`config.mk`:
```
export PLATFORM = sky130hd
export DESIGN_NAME = gpio_direction_set_clear
export DESIGN_NICKNAME = d
export VERILOG_FILES = /design/src/rtl/gpio_direction_pkg.sv /design/src/rtl/gpio_ctl_if.sv /design/src/rtl/gpio_dir_store.sv /design/src/rtl/gpio_direction_set_clear.sv /design/src/rtl/gpio_pin_sync.sv
export VERILOG_INCLUDE_DIRS = /design/src /design/src/rtl
export SDC_FILE = /design/constraint.sdc
export NUM_CORES = 1
export LEC_CHECK = 0
export ABC_AREA = 1
export BUFFER_PORTS_ARGS = -buffer_cell sky130_fd_sc_hd__buf_4
export CORE_MARGIN = 2
export CORE_UTILIZATION = 45
export CTS_CLUSTER_SIZE = 12
export DETAILED_ROUTE_END_ITERATION = 8
export PLACE_DENSITY = 0.79
export SLEW_MARGIN = 25
export SYNTH_ARGS = -nofsm -noshare
export SYNTH_HDL_FRONTEND = slang
export SYNTH_HIERARCHICAL = 1
export SYNTH_SLANG_ARGS = --single-unit
```
`constraint.sdc`:
```
create_clock -name i_clk_sys -period 0.8 [get_ports i_clk_sys]
set_input_delay 0.04 -clock i_clk_sys [delete_from_list [all_inputs] [get_ports i_clk_sys]]
set_output_delay 0.04 -clock i_clk_sys [all_outputs]
set_load 0.02 [all_outputs]
```
`src/rtl/gpio_direction_map.svh`:
```
// Register offsets, field limits, reset values and timing counts of the pin direction block
`ifndef GPIO_DIRECTION_MAP_SVH
`define GPIO_DIRECTION_MAP_SVH

`define GPIO_PIN_COUNT      28
`define GPIO_DATA_WIDTH     32
`define GPIO_ADDR_WIDTH     8
`define GPIO_OFS_DIRECTION  8'h00
`define GPIO_OFS_OUT_SET    8'h04
`define GPIO_OFS_OUT_CLEAR  8'h08
`define GPIO_OFS_LEVEL      8'h0c
`define GPIO_DIR_RESET      28'h0000000
`define GPIO_LATCH_RESET    28'h0000000
`define GPIO_SYNC_STAGES    2

`endif

```
`src/rtl/gpio_direction_pkg.sv`:
```
// Types shared by the pin direction block
package gpio_direction_pkg;
  typedef logic [27:0] pin_vec_t;
  typedef enum logic [2:0]
  {
    SEL_NONE      = 3'h0,
    SEL_DIRECTION = 3'h1,
    SEL_OUT_SET   = 3'h3,
    SEL_OUT_CLEAR = 3'h2,
    SEL_LEVEL     = 3'h6
  } reg_sel_e;
endpackage

```
`src/rtl/gpio_ctl_if.sv`:
```
// Carrier between the register decoder and the direction and output latch store
interface gpio_ctl_if;
  import gpio_direction_pkg::*;
  logic     dir_wr;
  pin_vec_t dir_wdata;
  pin_vec_t set_mask;
  pin_vec_t clr_mask;
  pin_vec_t dir;
  pin_vec_t latch;
  modport ctl
  (
    output dir_wr, dir_wdata, set_mask, clr_mask,
    input  dir, latch
  );
  modport store
  (
    input  dir_wr, dir_wdata, set_mask, clr_mask,
    output dir, latch
  );
endinterface

```
`src/rtl/gpio_dir_store.sv`:
```
// Direction register and hidden output latch
`include "gpio_direction_map.svh"

module gpio_dir_store
  import gpio_direction_pkg::*;
(
  input  wire logic i_clk_sys,
  input  wire logic i_reset_n,
  gpio_ctl_if.store bus
);

  pin_vec_t dir_reg;
  pin_vec_t dir_next;
  pin_vec_t latch_reg;
  pin_vec_t latch_next;

  assign dir_next   = bus.dir_wr ? bus.dir_wdata : dir_reg;
  // Latch follows set and clear whatever the direction; it only reaches the pad when driven
  assign latch_next = (latch_reg | bus.set_mask) & ~bus.clr_mask;

  // The hardware reset input clears the direction bits; a direction write clears those written as zero
  always_ff @(posedge i_clk_sys or negedge i_reset_n)
  begin
    if (!i_reset_n)
    begin
      dir_reg   <= `GPIO_DIR_RESET;
      latch_reg <= `GPIO_LATCH_RESET;
    end
    else
    begin
      dir_reg   <= dir_next;
      latch_reg <= latch_next;
    end
  end

  assign bus.dir   = dir_reg;
  assign bus.latch = latch_reg;

endmodule

```
`src/rtl/gpio_direction_set_clear.sv`:
```
// Top of the general-purpose pin direction, set and clear block
`include "gpio_direction_map.svh"

// ==========================================================
module gpio_direction_set_clear
  import gpio_direction_pkg::*;
(
  input  wire logic                        i_clk_sys,
  input  wire logic                        i_reset_n,
  input  wire logic [`GPIO_ADDR_WIDTH-1:0] i_addr,
  input  wire logic [`GPIO_DATA_WIDTH-1:0] i_wdata,
  input  wire logic                        i_wr,
  input  wire logic                        i_rd,
  output logic      [`GPIO_DATA_WIDTH-1:0] o_rdata,
  input  wire logic [`GPIO_PIN_COUNT-1:0]  i_pin_in,
  output logic      [`GPIO_PIN_COUNT-1:0]  o_pin_out,
  output logic      [`GPIO_PIN_COUNT-1:0]  o_pin_oe
);

  // ==========================================================
  // Address decode
  reg_sel_e                      sel;
  logic                          hit_dir;
  logic                          hit_set;
  logic                          hit_clr;
  logic                          hit_lvl;
  pin_vec_t                      wr_pins;
  pin_vec_t                      level_sync;
  logic [`GPIO_DATA_WIDTH-1:0]   rdata_reg;
  logic [`GPIO_DATA_WIDTH-1:0]   rdata_next;
  pin_vec_t                      oe_reg;
  pin_vec_t                      out_reg;

  gpio_ctl_if ctl ();

  assign hit_dir = (i_addr == `GPIO_OFS_DIRECTION);
  assign hit_set = (i_addr == `GPIO_OFS_OUT_SET);
  assign hit_clr = (i_addr == `GPIO_OFS_OUT_CLEAR);
  assign hit_lvl = (i_addr == `GPIO_OFS_LEVEL);
  assign sel     = hit_dir ? SEL_DIRECTION :
                   hit_set ? SEL_OUT_SET   :
                   hit_clr ? SEL_OUT_CLEAR :
                   hit_lvl ? SEL_LEVEL     : SEL_NONE;

  // Upper data bits never reach any store
  assign wr_pins = i_wdata[`GPIO_PIN_COUNT-1:0];

  // ==========================================================
  // Write side toward the store
  assign ctl.dir_wr    = i_wr && (sel == SEL_DIRECTION);
  assign ctl.dir_wdata = wr_pins;
  assign ctl.set_mask  = (i_wr && (sel == SEL_OUT_SET))   ? wr_pins : '0;
  assign ctl.clr_mask  = (i_wr && (sel == SEL_OUT_CLEAR)) ? wr_pins : '0;

  gpio_dir_store u_store
  (
    .i_clk_sys (i_clk_sys),
    .i_reset_n (i_reset_n),
    .bus       (ctl)
  );

  // ==========================================================
  // Pad sampling
  gpio_pin_sync #(
    .WIDTH  (`GPIO_PIN_COUNT),
    .STAGES (`GPIO_SYNC_STAGES)
  ) u_sync
  (
    .i_clk_sys (i_clk_sys),
    .i_reset_n (i_reset_n),
    .i_async   (i_pin_in),
    .o_sync    (level_sync)
  );

  // ==========================================================
  // Read side: set, clear and unmapped read zero; the latch has no read path
  always_comb
  begin
    rdata_next = '0;
    if (i_rd)
    begin
      case (sel)
        SEL_DIRECTION: rdata_next = {4'h0, ctl.dir};
        SEL_LEVEL:     rdata_next = {4'h0, level_sync};
        SEL_OUT_SET:   rdata_next = '0;
        SEL_OUT_CLEAR: rdata_next = '0;
        default:       rdata_next = '0;
      endcase
    end
  end

  // ==========================================================
  // Output flops; latch value reaches the pad only where enabled
  always_ff @(posedge i_clk_sys or negedge i_reset_n)
  begin
    if (!i_reset_n)
    begin
      rdata_reg <= '0;
      oe_reg    <= `GPIO_DIR_RESET;
      out_reg   <= `GPIO_LATCH_RESET;
    end
    else
    begin
      rdata_reg <= rdata_next;
      oe_reg    <= ctl.dir_wr ? ctl.dir_wdata : ctl.dir;
      out_reg   <= (ctl.latch | ctl.set_mask) & ~ctl.clr_mask;
    end
  end

  assign o_rdata   = rdata_reg;
  assign o_pin_oe  = oe_reg;
  assign o_pin_out = out_reg;

endmodule

```
`src/rtl/gpio_pin_sync.sv`:
```
// Multi-stage synchroniser bringing pad levels into the system clock domain
`include "gpio_direction_map.svh"

module gpio_pin_sync
  import gpio_direction_pkg::*;
#(
  parameter int WIDTH  = `GPIO_PIN_COUNT,
  parameter int STAGES = `GPIO_SYNC_STAGES
)
(
  input  wire logic             i_clk_sys,
  input  wire logic             i_reset_n,
  input  wire logic [WIDTH-1:0] i_async,
  output logic      [WIDTH-1:0] o_sync
);

  logic [WIDTH-1:0] stage_reg [STAGES];

  // Only the next stage reads each stage; the last one is the output
  always_ff @(posedge i_clk_sys or negedge i_reset_n)
  begin
    if (!i_reset_n)
    begin
      for (int k = 0; k < STAGES; k++)
        stage_reg[k] <= '0;
    end
    else
    begin
      stage_reg[0] <= i_async;
      for (int k = 1; k < STAGES; k++)
        stage_reg[k] <= stage_reg[k-1];
    end
  end

  assign o_sync = stage_reg[STAGES-1];

endmodule
```
==> qor.csv, run 1 <==
stage,metric,value,unit
timing,setup_viol,146,
synthesis,syn_area,7820,um^2
route,viasPerCell,5.01,
route,initialDrtViolationCount,401,
setup_path,critPathLaunchType,register,
timing,final_max_slew_viol_count,0,
clock_tree,clockRootBuffer,clkbuf_16,
finish,design_area,11900,um^2
synthesis,synth-seq-cells,196,
global_routing,antenna_found_initial,0,
flow_run,cap_violations,0,
clock_tree,htreeDepth,4,
timing,rsz0062_at_grt,yes,
timing,hold_viol_final,0,
synthesis,yosysWarningCount,6,
route,drt-wirelength-per-cell,17.3,um
timing,period_share,125,%
die,dieArea,18400,um^2
place,place_congestion,0.805,
timing,finalCriticalPeriod,1.00,ns
route,drc_errors,0,
global_routing,grt_max_degree,52,
setup_path,crit_path_top_delay_cell,dfrtp_1,
synthesis,synth_cell_type_count,23,
setup_path,worst-path-buf-inv,1,
die,ioPinCount,160,
setup_path,crit_family,flip-flops,
power_and_ir_drop,power_density,1820,nW/um^2
synthesis,ys_seq_area_share,62.7,%
clock_tree,cts_sinks,196,
global_routing,overflow,0,
clock_tree,path_clk_slew,0.07,ns
synthesis,avgSynthCellArea,9.57,um^2
global_routing,first_global_vias,5993,
finish,n_fill_cell,1185,
place,portBuffers,151,
finish,drive_above_1_share,37.3,%
timing,hold_ws,0.0473,ns
clock_tree,cts_buffer_depth,2,
setup_path,cp_slowest_stage_delay,0.40,ns
clock_tree,tritoncts.num_buffers,17,
place,dp_slack,-0.459,ns
finish,fin_cells,1279,
clock_tree,clk_latency,0.42,ns
place,place_hpwl,12400,um
die,fp.dieW,136,um
setup_path,setup.worst_path.class,register to output port,
clock_tree,cts_tree,built,
route,drtPass1Iterations,6,
finish,diodes,0,
global_routing,grt_pass1_wl,30200,um
synthesis,synthCells,817,
run_status,violations,setup timing,
setup_path,ff2ff_setup_slack,0.03,ns
route,route.antenna.remaining_nets,0,
setup_path,critPathRequiredTime,0.76,ns
setup_path,cp.arrival,0.96,ns
timing,max_freq,996,MHz
setup_path,path_cells,buf_6,
die,die_height,136,um
route,drt-total-wl,22200,um
place,placed_area,9340,um^2
min_path,hold_path.class,primary input to asynchronous set/reset pin,
die,placementRows,48,
run_status,outcome,"finished, violations left",
die,start_util,45.7,%
power_and_ir_drop,ir_drop,0.00170,V
setup_path,crit_path_end_kind,output port,
route,vias,6407,
timing,clock_skew,0.00661,ns
global_routing,gr-usage-all-layers,21.4,%
setup_path,worstPathMaxFanout,1,
finish,nNetsFinal,1113,
power_and_ir_drop,p_leak,6.16,nW
place,place_inst,1167,
die,core,17100,um^2
power_and_ir_drop,power,21.6,mW
timing,setup_slack,-0.204,ns
finish,syn_to_final_growth,51.6,%
## cell families after synthesis
group           Yosys count  synth area share, %
simple gates            380                 21.6
flops                   196                 62.7
buf+inv                 184                 12.1
compound gates           56                 3.58
other cells               1               0.0480
## layout make-up
type | count | area, um^2 | area share (%)
clock buffers | 20 | 457 | 3.85
clock inverters | 12 | 165 | 1.39
inverters | 120 | 515 | 4.35
multi-input cells | 441 | 2580 | 21.8
flip-flops and latches | 196 | 4900 | 41.4
well taps | 225 | 282 | 2.37
repair buffers | 263 | 2920 | 24.7
repair inverters | 2 | 27.5 | 0.232
## report_power, final
part / internal (mW) / switching (mW)
clock: 5.15 / 3.75
combinational: 0.980 / 1.19
sequential: 10.3 / 0.216
total: 16.5 / 5.15
## cell usage after synthesis
master | instances | share of area, %
nor3_4 | 1 | 0.21
dfrtp_1 | 196 | 63
nor2_1 | 87 | 4.2
clkbuf_1 | 6 | 0.29
buf_1 | 1 | 0.048
buf_2 | 4 | 0.26
inv_2 | 4 | 0.19
o21ai_1 | 20 | 1.3
conb_1 | 1 | 0.048
buf_6 | 10 | 1.4
clkbuf_2 | 1 | 0.064
nand3_2 | 20 | 2.6
nand2_2 | 2 | 0.16
buf_4 | 40 | 3.8
o21ai_0 | 8 | 0.51
nand3_1 | 66 | 4.2
nor2_2 | 1 | 0.080
nand4_2 | 1 | 0.16
inv_1 | 116 | 5.6
a21oi_1 | 28 | 1.8
nor2_4 | 3 | 0.43
nand2_1 | 199 | 9.6
buf_8 | 2 | 0.38
## worst register-to-register path: cells and delay by family (launching register included)
| family | cells | cell delay [ns] |
|---|---|---|
| AOI/OAI and AO/OA | 1 | 0.17 |
| and+or+nand+nor | 1 | 0.08 |
| DFF | 1 | 0.43 |
## metal layers
metal | vias up | routed length, um | GRT usage, %
li1 | 2905 | - | -
met5 | - | 0 | 0
met1 | 3191 | 8970 | 26.9
met2 | 266 | 11300 | 36.7
met4 | 0 | 586 | 8.16
met3 | 45 | 1260 | 4.44
## final timing paths
kind	from	end	cells after the start
max	o_pin_out[17]	o_pin_out[17]	1
min	i_reset_n	u_store/bus.dir[27]	2
max reg2reg	u_store/bus.dir[24]	o_rdata[24]	2
min reg2reg	u_sync/stage_reg[53]	u_sync/o_sync[25]	0
max in group asynchronous	i_reset_n	u_sync/o_sync[23]	3
min in group i_clk_sys	i_rd	o_rdata[15]	4
## cell usage in the layout, fill, tap and decap left out, types with 36 or more instances in the layout
cell	Yosys	routed
buf_4	40	76
dfrtp_1	196	196
nand3_1	66	41
dlygate4sd3_1	0	57
nor2_1	87	49
buf_6	10	97
inv_1	116	111
nand2_1	199	154
nand2_2	2	36
nand3_2	20	41
## metrics by stage
step | util [%] | TNS (ns)
6_report | 69.3 | -15.62
5_1_grt | 69.3 | -20.32
4_1_cts | 63.5 | -15.73
3_5_place_dp | 54.6 | -53.66
3_3_place_gp | 54.6 | -47.89
2_1_floorplan | - | -15.55
## repair_timing
item | CTS | global route
buffers inserted | 0 | 9
hold buffers | 57 | 0
resized for setup | 88 | 186
endpoints found under the setup margin | 88 | 201
pin swaps | 0 | 56
cloned | 0 | 15
endpoints found under the hold margin | 336 | 0
No activity file was read; power rests on OpenSTA's default activity.
==> inputs of run 2 (changes only) <==
--- a/config.mk
+++ b/config.mk
@@ -8,11 +8,13 @@
 export LEC_CHECK = 0
 export ABC_AREA = 1
 export BUFFER_PORTS_ARGS = -buffer_cell sky130_fd_sc_hd__buf_4
+export CELL_PAD_IN_SITES_DETAIL_PLACEMENT = 0
+export CELL_PAD_IN_SITES_GLOBAL_PLACEMENT = 1
 export CORE_MARGIN = 2
-export CORE_UTILIZATION = 45
+export CORE_UTILIZATION = 42
 export CTS_CLUSTER_SIZE = 12
 export DETAILED_ROUTE_END_ITERATION = 8
-export PLACE_DENSITY = 0.79
+export PLACE_DENSITY = 0.91
 export SLEW_MARGIN = 25
 export SYNTH_ARGS = -nofsm -noshare
 export SYNTH_HDL_FRONTEND = slang
==> run 2 against run 1 <==
  * The flow still finishes with violations (setup timing)
  * Non-clock buffer count decreased by 4
  * Final area fell by 5.1%
  * First-iteration DRC count fell by 7.7%
  * Hold slack got worse by 0.036 ns
  * Largest cell class unchanged
  * Die area is 6.9% higher
  * Highest routed layer unchanged
  * Critical endpoint is now o_rdata[6]
  * Via count fell by 5.1%
  * Core utilization shrank 7.1 points
  * Wire length fell by 6.1%
  * Count of clock-buffer cells in the layout shrank 3
==> qor.csv, run 2 (same netlist as run 1, synthesis figures left out) <==
stage,metric,value,unit
run_status,outcome,"finished, violations left",
run_status,violations,setup timing,
route,drt-total-wl,20800,um
timing,setup_slack,-0.230,ns
global_routing,grt_pass1_wl,31800,um
flow_run,cap_violations,0,
setup_path,crit_path_top_delay_cell,dfrtp_1,
route,viasPerCell,4.77,
timing,max_freq,971,MHz
die,ioPinCount,160,
place,place_hpwl,12800,um
timing,hold_viol_final,0,
finish,multiInputGateArea,2230,um^2
die,fp.dieW,140,um
clock_tree,clk_latency,0.44,ns
clock_tree,htreeDepth,4,
finish,diodes,0,
global_routing,antenna_found_initial,0,
setup_path,crit_path_end_kind,output port,
finish,seqCellArea,4900,um^2
die,core,18100,um^2
timing,final_max_slew_viol_count,0,
place,place_congestion,0.780,
setup_path,crit_start,o_rdata[6],
power_and_ir_drop,power_density,1930,nW/um^2
timing,setup_tns,-16.26,ns
route,route.antenna.remaining_nets,0,
route,drt-wirelength-per-cell,16.3,um
timing,setup_viol,84,
setup_path,worst-path-buf-inv,1,
finish,n_fill_cell,1441,
setup_path,r2r_cells,2,
route,vias,6082,
finish,syn_to_final_growth,43.8,%
timing,finalCriticalPeriod,1.03,ns
place,dp_slack,-0.424,ns
min_path,hold_path.class,primary input to asynchronous set/reset pin,
finish,layout_common_cells,"nand2_1 (196), dfrtp_1 (196), inv_1 (106), buf_6 (97), buf_4 (83)",
die,dieArea,19700,um^2
setup_path,r2r_start,u_store/bus.dir[23],
finish,drive_above_1_share,29.8,%
route,initialDrtViolationCount,370,
setup_path,setup.worst_path.class,register to output port,
setup_path,cp_slowest_stage_delay,0.41,ns
place,placed_area,9350,um^2
die,placementRows,49,
timing,clock_skew,0.0125,ns
setup_path,worstPathMaxFanout,1,
timing,rsz0062_at_grt,yes,
place,portBuffers,151,
clock_tree,cts_buffer_depth,2,
clock_tree,cts_tree,built,
clock_tree,path_clk_slew,0.07,ns
route,drc_errors,0,
global_routing,first_global_vias,6119,
power_and_ir_drop,power,21.7,mW
power_and_ir_drop,ir_drop,0.00149,V
clock_tree,clockRootBuffer,clkbuf_16,
die,start_util,43.2,%
power_and_ir_drop,p_leak,5.94,nW
setup_path,cp.depth,1,
route,drtPass1Iterations,5,
setup_path,path_cells,buf_6,
clock_tree,cts_sinks,196,
die,die_height,140,um
clock_tree,tritoncts.num_buffers,17,
finish,fin_cells,1276,
global_routing,gr-usage-all-layers,21.0,%
place,place_inst,1171,
setup_path,critPathRequiredTime,0.76,ns
timing,period_share,129,%
global_routing,overflow,0,
finish,nNetsFinal,1106,
global_routing,grt_max_degree,52,
setup_path,critPathLaunchType,register,
setup_path,crit_family,flip-flops,
setup_path,cp.arrival,0.99,ns
finish,design_area,11200,um^2
run 2: what timing repair did:
item,CTS,global route
cloned,0,6
hold endpoints to repair,336,0
endpoints found under the setup margin,84,131
resized for setup,84,53
pin swaps,0,23
buffers inserted,0,10
hold buffers,57,0
run 2: final cells by class:
type,instances,share of cell area (%)
clock buffer,17,3.78
sequential,196,43.6
clock inverter,15,1.85
multi-input combinational,440,19.8
tap,229,2.55
timing repair buffer,259,24.3
inverter,120,4.12
run 2: through the flow:
step / utilization (%) / hold WS, ns
floorplan: - / -0.256
global placement: 51.7 / -0.0873
detailed placement: 51.7 / -0.0849
CTS: 60.1 / 0.00125
global route: 62.2 / 0.0182
finish: 62.2 / 0.0114
run 2: worst paths after layout:
path                                endpoint  slack [ns]
max in group asynchronous        o_rdata[26]        0.27
hold / removal                   o_pin_oe[6]        0.01
min in group i_clk_sys           o_rdata[27]        0.05
setup / recovery                  o_rdata[6]       -0.23
setup reg to reg                 o_rdata[23]        0.08
hold reg to reg            u_sync/o_sync[17]        0.35
run 2: where the power goes:
| part | total [mW] | switching (mW) | internal, mW |
|---|---|---|---|
| Combinational | 2.04 | 1.09 | 0.955 |
| Clock | 9.14 | 4.05 | 5.08 |
| Sequential | 10.5 | 0.215 | 10.3 |
run 2: routing by layer:
layer,wire length [um],vias up,track usage [%]
met5,0,-,0
met4,370,0,7.34
met3,1230,27,4.82
met2,10400,213,35.4
met1,8810,2960,27.0
li1,-,2882,-
==> inputs of run 3 (changes only) <==
--- a/config.mk
+++ b/config.mk
@@ -15,6 +15,7 @@
 export CTS_CLUSTER_SIZE = 12
 export DETAILED_ROUTE_END_ITERATION = 8
 export PLACE_DENSITY = 0.91
+export REMOVE_ABC_BUFFERS = 1
 export SLEW_MARGIN = 25
 export SYNTH_ARGS = -nofsm -noshare
 export SYNTH_HDL_FRONTEND = slang
==> run 3 against run 2 <==
  * The run still ends with setup timing left
  * Worst setup slack improved by 0.0079 ns
  * Wire length fell by 3.5%
  * Sequential share of layout area is 0.79 points higher
  * Largest cell class unchanged
  * Count of clock-buffer cells in the layout is the same
  * Highest routed layer unchanged
  * Critical path depth stayed put
==> qor.csv, run 3 (same netlist as run 1, synthesis figures left out) <==
stage,metric,value,unit
global_routing,grt_pass1_wl,31400,um
clock_tree,path_clk_slew,0.07,ns
route,drtPass1Iterations,4,
clock_tree,cts_buffer_depth,2,
flow_run,cap_violations,0,
die,start_util,43.2,%
global_routing,gr-usage-all-layers,20.7,%
finish,nNetsFinal,1103,
setup_path,worstPathMaxFanout,1,
run_status,violations,setup timing,
route,drt-total-wl,20100,um
place,place_congestion,0.775,
setup_path,cp.arrival,0.98,ns
die,placementRows,49,
timing,setup_viol,84,
finish,drive_above_1_share,26.2,%
clock_tree,htreeDepth,4,
run_status,outcome,"finished, violations left",
timing,period_share,128,%
setup_path,critPathLaunchType,register,
route,initialDrtViolationCount,433,
setup_path,crit_family,flip-flops,
route,drc_errors,0,
die,ioPinCount,160,
clock_tree,cts_sinks,196,
clock_tree,tritoncts.num_buffers,17,
timing,max_freq,979,MHz
power_and_ir_drop,power,21.0,mW
setup_path,path_cells,buf_6,
die,die_height,140,um
finish,layout_common_cells,"nand2_1 (196), dfrtp_1 (196), inv_1 (113), buf_6 (90), nor2_1 (84)",
finish,seqCellArea,4900,um^2
power_and_ir_drop,power_density,1900,nW/um^2
setup_path,worst-path-buf-inv,1,
finish,n_fill_cell,1441,
finish,syn_to_final_growth,41.3,%
timing,hold_viol_final,0,
finish,multiInputGateArea,2050,um^2
die,fp.dieW,140,um
route,viasPerCell,4.62,
route,route.antenna.remaining_nets,0,
min_path,hold_path.class,primary input to register,
global_routing,first_global_vias,6119,
power_and_ir_drop,p_leak,5.92,nW
timing,clock_skew,0.00646,ns
global_routing,grt_max_degree,31,
place,portBuffers,151,
clock_tree,cts_tree,built,
global_routing,overflow,0,
global_routing,antenna_found_initial,0,
route,vias,5873,
finish,diodes,0,
setup_path,crit_path_top_delay_cell,dfrtp_1,
timing,setup_slack,-0.222,ns
clock_tree,clk_latency,0.42,ns
finish,design_area,11000,um^2
power_and_ir_drop,ir_drop,0.00142,V
timing,rsz0062_at_grt,yes,
place,placed_area,9320,um^2
setup_path,crit_path_end_kind,output port,
clock_tree,clockRootBuffer,clkbuf_16,
timing,hold_ws,0.0587,ns
die,dieArea,19700,um^2
route,drt-wirelength-per-cell,15.8,um
die,core,18100,um^2
setup_path,cp_slowest_stage_delay,0.41,ns
timing,final_max_slew_viol_count,0,
setup_path,setup.worst_path.class,register to output port,
setup_path,critPathRequiredTime,0.76,ns
place,place_hpwl,12400,um
timing,finalCriticalPeriod,1.02,ns
run 3: layout make-up:
class	count	area share, %
clock inverters	13	1.37
multi-input cells	440	18.6
well taps	229	2.59
flip-flops and latches	196	44.4
repair buffers	256	25.0
inverters	120	4.19
clock buffers	17	3.85
run 3: per-layer routing:
metal,GRT usage (%),up-vias,share of wire [%]
li1,-,2866,-
met1,25.6,2820,41
met2,36.5,161,53
met3,4.03,26,4.5
met4,6.91,0,1.5
met5,0,-,0
run 3: stage by stage:
stage          instances  util, %  setup TNS, ns  setup WS, ns
3_5_place_dp        1174     51.5         -52.43        -0.457
3_3_place_gp        1174     51.5         -48.32        -0.401
2_1_floorplan        756        -        -177.94         -2.79
5_1_grt             1271     61.1         -18.50        -0.256
4_1_cts             1261     59.7         -16.96        -0.240
6_report            1271     61.1         -15.07        -0.222
run 3: final timing paths:
kind / from / to / slack [ns] / cells after the start
max: o_pin_out[0] / o_pin_out[0] / -0.22 / 1
min: i_rd / o_rdata[11] / 0.06 / 4
max reg2reg: u_store/bus.latch[1] / o_pin_out[1] / 0.08 / 4
min reg2reg: u_sync/stage_reg[28] / u_sync/o_sync[0] / 0.35 / 0
max in group asynchronous: i_reset_n / o_pin_out[9] / 0.23 / 3
min in group asynchronous: i_reset_n / u_sync/stage_reg[47] / 0.08 / 2
run 3: timing repair:
item,CTS,global route
buffers inserted,0,6
hold endpoints to repair,336,0
resized for setup,87,31
endpoints found under the setup margin,87,188
cloned,0,4
hold buffers,57,0
pin swaps,0,8
run 3: power breakdown:
group	switching (mW)	leakage, nW	total, mW	internal (mW)
Sequential	0.210	2.59	10.5	10.3
Combinational	1.05	3.07	2.02	0.975
Clock	3.81	0.262	8.43	4.62
Total	5.07	5.92	21.0	15.9
run 3: worst min-delay path: stages:
cell     delay (ns)
buf_4          0.09
inv_2          0.05
buf_12         0.15
a21oi_1        0.11
